## config.mk

```make
export PLATFORM = sky130hd
export DESIGN_NAME = fpu_exception_control_status
export DESIGN_NICKNAME = d
export VERILOG_FILES = /design/src/logic/fpu_exc_pkg.sv /design/src/logic/fpu_exception_control_status.sv
export VERILOG_INCLUDE_DIRS = /design/src /design/src/logic
export SDC_FILE = /design/constraint.sdc
export NUM_CORES = 1
export LEC_CHECK = 0
export BUFFER_PORTS_ARGS = -buffer_cell sky130_fd_sc_hd__buf_2
export CAP_MARGIN = 20
export CORE_MARGIN = 3
export CORE_UTILIZATION = 41
export CTS_CLUSTER_DIAMETER = 200
export CTS_CLUSTER_SIZE = 10
export DETAILED_ROUTE_END_ITERATION = 6
export PLACE_DENSITY = 0.92
export SETUP_SLACK_MARGIN = 0.5
export SYNTH_ARGS = -nofsm -noshare
export SYNTH_HDL_FRONTEND = slang
export SYNTH_SLANG_ARGS = --single-unit
```

## constraint.sdc

```tcl
create_clock -name clk -period 2.2 [get_ports clk]
set_clock_uncertainty 0.15 [all_clocks]
set_input_delay 0.55 -clock clk [delete_from_list [all_inputs] [get_ports clk]]
set_output_delay 0.55 -clock clk [all_outputs]
set_load 0.01 [all_outputs]
```

## src/logic/fpu_exc_regs.svh

```systemverilog
// Constants for the FPU exception control and status register
// Functional notes
// - Five cause bits sit in bits 16..12, ordered invalid, divide-by-zero, overflow, underflow, inexact.
// - Five trap-enable bits sit in bits 11..7 in the same condition order.
// - Each enable bit alone decides whether its own condition traps.
// - A trap is taken when an arithmetic operation sets a cause bit whose enable bit is set.
// - A trap is also taken when software writes the register with an enable and matching cause both set, if no operation completes in that cycle.
// - Five sticky flag bits in bits 6..2 accumulate conditions of completed instructions until software clears them.
// - The flag bits use the same order, bit 6 invalid down to bit 2 inexact.
// - Bits 1..0 select rounding: 00 nearest, 01 toward zero, 10 toward plus infinity, 11 toward minus infinity.
`ifndef FPU_EXC_REGS_SVH
`define FPU_EXC_REGS_SVH
`define CAUSE_HI     16
`define CAUSE_LO     12
`define ENABLE_HI    11
`define ENABLE_LO    7
`define FLAG_HI      6
`define FLAG_LO      2
`define ROUND_HI     1
`define ROUND_LO     0
`define CSR_RESET    32'h00000000
`define CSR_WMASK    32'h0001ffff
`endif

```

## src/logic/fpu_exc_pkg.sv

```systemverilog
// Types for the FPU exception control and status logic
package fpu_exc_pkg;
  typedef enum logic [1:0] {
    ROUND_NEAREST,
    ROUND_ZERO,
    ROUND_PLUS_INF,
    ROUND_MINUS_INF
  } rounding_select_type;
endpackage

```

## src/logic/fpu_exception_control_status.sv

```systemverilog
// FPU exception cause, enable, flag and rounding control register
`timescale 1ns/10ps
`include "fpu_exc_regs.svh"
module fpu_exception_control_status (
  input  wire logic                              clk,
  input  wire logic                              resetn,
  input  wire logic                              csrWrite,
  input  wire logic [31:0]                       csrWriteData,
  output logic      [31:0]                       csrReadData,
  input  wire logic                              opDone,
  input  wire logic [4:0]                        opExceptions,
  output fpu_exc_pkg::rounding_select_type       roundingSelect,
  output logic                                   trap
);

  // Number of exception conditions
  localparam int CONDITIONS = 5;

  // Register fields
  logic [4:0]                        cause_reg;
  logic [4:0]                        trapEnableGroup_reg;
  logic [4:0]                        flag_reg;
  logic [1:0]                        round_reg;

  // Next values
  logic [4:0]                        cause_next;
  logic [4:0]                        enable_next;
  logic [4:0]                        flag_next;
  logic [1:0]                        round_next;
  logic                              trap_next;
  logic [31:0]                       image_next;
  fpu_exc_pkg::rounding_select_type  roundMode_next;

  // Write data split into fields
  logic [31:0]                       writeMasked;
  logic [4:0]                        writeCause;
  logic [4:0]                        writeEnable;
  logic [4:0]                        writeFlags;
  logic [1:0]                        writeRound;

  // Trap qualifiers
  logic [4:0]                        opResult;
  logic [4:0]                        trapHit;
  logic                              trapEvent;

  // Upper bits ignored on write
  assign writeMasked = csrWriteData & `CSR_WMASK;

  // Fields of the written value
  assign writeCause  = writeMasked[`CAUSE_HI:`CAUSE_LO];
  assign writeEnable = writeMasked[`ENABLE_HI:`ENABLE_LO];
  assign writeFlags  = writeMasked[`FLAG_HI:`FLAG_LO];
  assign writeRound  = writeMasked[`ROUND_HI:`ROUND_LO];

  // Conditions of a completed operation
  always_comb begin
    opResult = 5'h00;
    if (opDone) begin
      opResult = opExceptions;
    end
  end

  // One slice per exception condition
  for (genvar i = 0; i < CONDITIONS; i++) begin : gen_condition
    logic causeBit;
    logic enableBit;
    logic flagBit;
    logic hitBit;

    // Cause: an operation result overrides a written value
    always_comb begin
      causeBit = cause_reg[i];
      if (csrWrite) begin
        causeBit = writeCause[i];
      end
      if (opDone) begin
        causeBit = opExceptions[i];
      end
    end

    // Enable: loaded only by software
    always_comb begin
      enableBit = trapEnableGroup_reg[i];
      if (csrWrite) begin
        enableBit = writeEnable[i];
      end
    end

    // Flag: set wins over software clear
    always_comb begin
      flagBit = flag_reg[i];
      if (csrWrite) begin
        flagBit = writeFlags[i];
      end
      if (opResult[i]) begin
        flagBit = 1'b1;
      end
    end

    // Hit: this condition alone decides its own trap
    always_comb begin
      hitBit = causeBit & enableBit;
    end

    assign cause_next[i]  = causeBit;
    assign enable_next[i] = enableBit;
    assign flag_next[i]   = flagBit;
    assign trapHit[i]     = hitBit;
  end

  // Rounding: loaded only by software
  always_comb begin
    round_next = round_reg;
    if (csrWrite) begin
      round_next = writeRound;
    end
  end

  // Rounding encoding to the datapath
  always_comb begin
    roundMode_next = fpu_exc_pkg::ROUND_NEAREST;
    unique case (round_next)
      2'h0: roundMode_next = fpu_exc_pkg::ROUND_NEAREST;
      2'h1: roundMode_next = fpu_exc_pkg::ROUND_ZERO;
      2'h2: roundMode_next = fpu_exc_pkg::ROUND_PLUS_INF;
      2'h3: roundMode_next = fpu_exc_pkg::ROUND_MINUS_INF;
    endcase
  end

  // Trap event: a completed operation or a software write
  always_comb begin
    trapEvent = opDone | csrWrite;
  end

  // Trap: evaluated on the causes of this edge
  always_comb begin
    trap_next = 1'b0;
    if (trapEvent) begin
      trap_next = |trapHit;
    end
  end

  // Read image: value after this edge's update
  always_comb begin
    image_next = `CSR_RESET;
    image_next[31:17] = 15'h0000;
    image_next[`CAUSE_HI:`CAUSE_LO]   = cause_next;
    image_next[`ENABLE_HI:`ENABLE_LO] = enable_next;
    image_next[`FLAG_HI:`FLAG_LO]     = flag_next;
    image_next[`ROUND_HI:`ROUND_LO]   = round_next;
  end

  // Cause bits
  always_ff @(posedge clk or negedge resetn) begin
    if (!resetn) begin
      cause_reg <= 5'h00;
    end else begin
      cause_reg <= cause_next;
    end
  end

  // Trap enable bits
  always_ff @(posedge clk or negedge resetn) begin
    if (!resetn) begin
      trapEnableGroup_reg <= 5'h00;
    end else begin
      trapEnableGroup_reg <= enable_next;
    end
  end

  // Sticky flag bits
  always_ff @(posedge clk or negedge resetn) begin
    if (!resetn) begin
      flag_reg <= 5'h00;
    end else begin
      flag_reg <= flag_next;
    end
  end

  // Rounding field
  always_ff @(posedge clk or negedge resetn) begin
    if (!resetn) begin
      round_reg <= 2'h0;
    end else begin
      round_reg <= round_next;
    end
  end

  // Rounding selection to the datapath
  always_ff @(posedge clk or negedge resetn) begin
    if (!resetn) begin
      roundingSelect <= fpu_exc_pkg::ROUND_NEAREST;
    end else begin
      roundingSelect <= roundMode_next;
    end
  end

  // Trap pulse
  always_ff @(posedge clk or negedge resetn) begin
    if (!resetn) begin
      trap <= 1'b0;
    end else begin
      trap <= trap_next;
    end
  end

  // Read image
  always_ff @(posedge clk or negedge resetn) begin
    if (!resetn) begin
      csrReadData <= `CSR_RESET;
    end else begin
      csrReadData <= image_next;
    end
  end
endmodule

```

After elaboration in Yosys (flattened, before gate mapping)
Cells that the tools add are included.
{"block": "op_classes", "n_bitwise": 6, "muxes": 29, "n_reduce_logical": 2, "eq_ne": 3}
{"op": "$mux W1", "count": 26}
{"op": "$pmux W2 S4", "count": 1}
{"op": "$and A1 B1 Y1", "count": 5}
{"op": "$mux W5", "count": 1}
{"op": "$reduce_or A5 Y1", "count": 1}
{"op": "$eq A2 B2 Y1 const B", "count": 2}
{"op": "$eq A2 B1 Y1 const B", "count": 1}
{"op": "$logic_not A2 Y1", "count": 1}
{"op": "$mux W2", "count": 1}
{"op": "$or A1 B1 Y1", "count": 1}
{"block": "totals", "word_cells": 47, "input_bits": 41, "reg_bits": 37}

Depth between registers and ports, before layout
{"block": "depth", "depth_word": 5, "mapped_depth": 5}

Least setup slack after synthesis
No wires, ideal clock.
{"block": "synth_timing", "path_kind": "input-to-reg", "start": "in csrWrite", "end": "reg trap", "path_slack_ns": 0.415, "stages": 4, "t_arrival_ns": 1.509, "path_cell_list": "buf_6 mux2_4 a22o_1 o32a_1"}
{"item": "start: declaration", "line_no": "fpu_exception_control_status.sv:7", "text": "input wire logic csrWrite,"}
{"item": "$mux W1", "line_no": "fpu_exception_control_status.sv:84", "text": "if (csrWrite) begin"}
{"item": "named net gen_condition[3].enableBit", "line_no": "fpu_exception_control_status.sv:66", "text": "logic enableBit;"}
{"item": "$and A1 B1 Y1", "line_no": "fpu_exception_control_status.sv:102", "text": "hitBit = causeBit & enableBit;"}
{"item": "$reduce_or A5 Y1", "line_no": "fpu_exception_control_status.sv:139", "text": "trap_next = |trapHit;"}
{"item": "$mux W1", "line_no": "fpu_exception_control_status.sv:138", "text": "if (trapEvent) begin"}
{"item": "named net trap_next", "line_no": "fpu_exception_control_status.sv:30", "text": "logic trap_next;"}
{"item": "end signal: assignment", "line_no": "fpu_exception_control_status.sv:203", "text": "trap <= trap_next;"}
{"item": "end: declaration", "line_no": "fpu_exception_control_status.sv:13", "text": "output logic trap"}
The timed path passes the listed nets, and every way through them passes these cells.

Worst setup path in the final report
{"block": "layout_timing", "start": "in csrWrite", "end": "reg trap"}
{"block": "layout_via", "elab_chain_cells": 5}
{"item": "$mux W1", "line_no": "fpu_exception_control_status.sv:73", "text": "if (csrWrite) begin"}
{"item": "$mux W1", "line_no": "fpu_exception_control_status.sv:76", "text": "if (opDone) begin"}
{"item": "named net gen_condition[3].causeBit", "line_no": "fpu_exception_control_status.sv:65", "text": "logic causeBit;"}
{"item": "$and A1 B1 Y1", "line_no": "fpu_exception_control_status.sv:102"}
{"item": "$reduce_or A5 Y1", "line_no": "fpu_exception_control_status.sv:139"}
{"item": "$mux W1", "line_no": "fpu_exception_control_status.sv:138"}
{"item": "named net trap_next", "line_no": "fpu_exception_control_status.sv:30"}
The timed path passes the listed nets, and every way through them passes these cells.

==> results.md <==
- Status: completed
- Via count: 655
- Detail Route Antenna Nets: 0
- IO Pins: 76
- Critical path fanouts, max: 17
- Die X: 53.4 microns
- Post-Syn Area: 922 sq um
- Logic pwr share: 0.231
- Gate Count Post-Synth: 80
- Post-route DRC: 0
- Root Buffer: clkbuf_4
- Critical Path Start Type: input port
- Clk slew on worst S/H paths: 100 ps
- Syn avg cell area: 11.5 sq um
- Slowest stage delay, CP: 320 ps
- Initial Util: 0.452
- Vias in the first global route: 607
- Vert. Die Dim: 53.4 microns
- Slew Limit Fails: 0
- PwrDens: 653 mW/mm^2
- Initial DRC count: 4
- Largest family of logic cells by synthesized area: multiplexers
- Cts bufs inserted: 3
- H-Tree Depth: 1
- Die ar.: 0.00285 sq mm
- Fraction of layout cells with a size suffix above 1: 0.476
- Cts hold-fix bufs: 0
- Crit path required time: 2220 ps
- Total core area: 0.00204 sq mm
- Postcts setup bufs: 0
- Row Count: 16
- Crit. End Element: flop
- Diodes inserted: 0
- Crit path time final: 1600 ps
- Compound-Gate Fraction of Synth Area: 0.0977
- Leak: 0.604 nW
- Fraction of synthesized area in multiplexers: 0.180
- Sequential group share of total power: 0.511
- DP Wirelength: 1460 microns
- Sequential share of the synthesized area: 0.488
- Nets: 166
- Simple-gate share of the synthesized area: 0.0529
- Grt ovf: 0
- Hold Path Class: input port to asynchronous set/reset pin
- Setup_tns: 0 ps
- Commonest non-fill, non-tap cell in the layout: buf_2
- Largest net degree at the start of global routing: 19
- Psw: 198 uW
- Max clock buf depth: 2
- Flop2flop setup slack: 740 ps
- Initial antenna violation count: 0
- R2r startpoint: csrReadData[11]$_DFF_PN0_
- Fmax: 625 MHz
- Worst path bufs/invs: 1
- MaxCap Viol Count: 0
- R2r endpoint: trap$_DFF_PN0_
- Area share of fa/ha/maj cells after synthesis: 0
- Worst EP arrival: 1620 ps
- Routed Wire Length: 1790 microns
- GRT Util Overall: 0.128
- Maximum VDD drop: 0.000299 V
- Delay-heaviest family, CP: compound AO/OA/AOI/OAI gates
- Clk pwr share: 0.258
- Int Power: 545 uW
- DR pass1 iterations: 3
- RSZ-0062 raised after global routing: no
- Yosys reg bits: 18
- Worst path cell trace: buf_6 -> mux2i_1 -> o21ai_0 -> a22o_1 -> o32a_1
- TritonCTS clock tree: done
- Worst-Skew Late Latency: 280 ps
- Port-buffer cells: 45
- CP Class: input port to flop
- Area Growth Syn to Fin: 23.3%
- CTS sink count: 18
- Post-Synth XOR/XNOR Area: 0
- Hold slack: 22.7 ps
- DR vias/cell: 4.34
- Reg2Reg Depth: 3
- Final hold viol count: 0
- Most frequent cells in the layout: 44 x buf_2, 18 x dfrtp_1, 15 x conb_1, 8 x mux2i_1, 6 x nand2_1
- Final Setup Violations: 0
- GPL Wtd Cong: 0.764
- Yosys cell types: 21
- Switch share: 0.267
- First-pass GRT wire length: 2620 microns
- Drt wl/cell: 11.8 microns
- Yosys warns: 0
- CP max stage cell: o32a_1
- Fin crit share: 0.727
==> logic make-up (layout without fill, tap and decap cells) <==
group                  Yosys count  in the layout
AO/OA/AOI/OAI                   14             14
multiplexers                    15             15
AND/OR/NAND/NOR                  9              9
flip-flops                      18             18
other                            1             15
buffers and inverters           23             53
==> layout make-up <==
class	instances	area [sq um]
multi-input combinational	53	367
fill	187	905
tap	27	33.8
sequential	18	450
clock buffer	4	36.3
inverter	3	11.3
timing repair buffer	46	239
==> layer usage <==
layer	wire length, microns	track usage	share of wire	up-vias
li1	-	-	-	328
met1	756	0.134	0.42	286
met2	815	0.241	0.46	39
met3	197	0.0197	0.11	2
met4	19	0.0638	0.011	0
met5	0	0	0	-
==> through the flow <==
stage	setup slack [ps]	power [mW]	cells	util	area, sq um
6_report	600	0.743	151	0.557	1140
3_3_place_gp	128	0.553	147	0.536	1090
5_1_grt	531	0.794	151	0.557	1140
2_1_floorplan	461	0.509	94	-	988
4_1_cts	532	0.754	151	0.555	1130
3_5_place_dp	83.3	0.559	147	0.536	1090
==> worst max-delay path by stage <==
stage	startpoint	endpoint	slack, ps	cells after the start
floorplan	csrWrite	trap$_DFF_PN0_	460	4
global placement	csrWrite	trap$_DFF_PN0_	130	5
detailed placement	csrWrite	trap$_DFF_PN0_	80	5
CTS	csrWrite	trap$_DFF_PN0_	530	5
global route	csrWrite	trap$_DFF_PN0_	530	5
finish	csrWrite	trap$_DFF_PN0_	600	5
==> power by group through the flow <==
stage / registers, mW / clock network [mW] / logic, mW
after floorplan: 0.403 / 0 / 0.107
after global placement: 0.384 / 0 / 0.169
after detailed placement: 0.386 / 0 / 0.173
after CTS: 0.380 / 0.201 / 0.173
after global routing: 0.383 / 0.219 / 0.192
final: 0.380 / 0.192 / 0.172
==> cell usage after synthesis <==
cell | instances | area (sq um)
a211oi_1 | 1 | 7.51
a211oi_2 | 1 | 12.5
a21oi_1 | 2 | 10.0
a22o_1 | 1 | 8.76
and2_1 | 1 | 6.26
and2b_4 | 2 | 20.0
buf_2 | 1 | 5.00
buf_4 | 18 | 135
buf_6 | 1 | 11.3
conb_1 | 1 | 3.75
dfrtp_1 | 18 | 450
inv_1 | 3 | 11.3
mux2_1 | 2 | 22.5
mux2_2 | 3 | 33.8
mux2_4 | 2 | 30.0
mux2i_1 | 8 | 80.1
nand2_1 | 6 | 22.5
o21ai_0 | 3 | 15.0
o21ai_1 | 4 | 20.0
o22ai_1 | 1 | 6.26
o32a_1 | 1 | 10.0
==> what timing repair did <==
| item | 4_1_cts | 5_1_grt |
|---|---|---|
| setup endpoints to repair | 1 | 1 |
| pin swaps | 0 | 0 |
| resized for setup | 1 | 1 |
No activity file was read; power rests on OpenSTA's default activity.
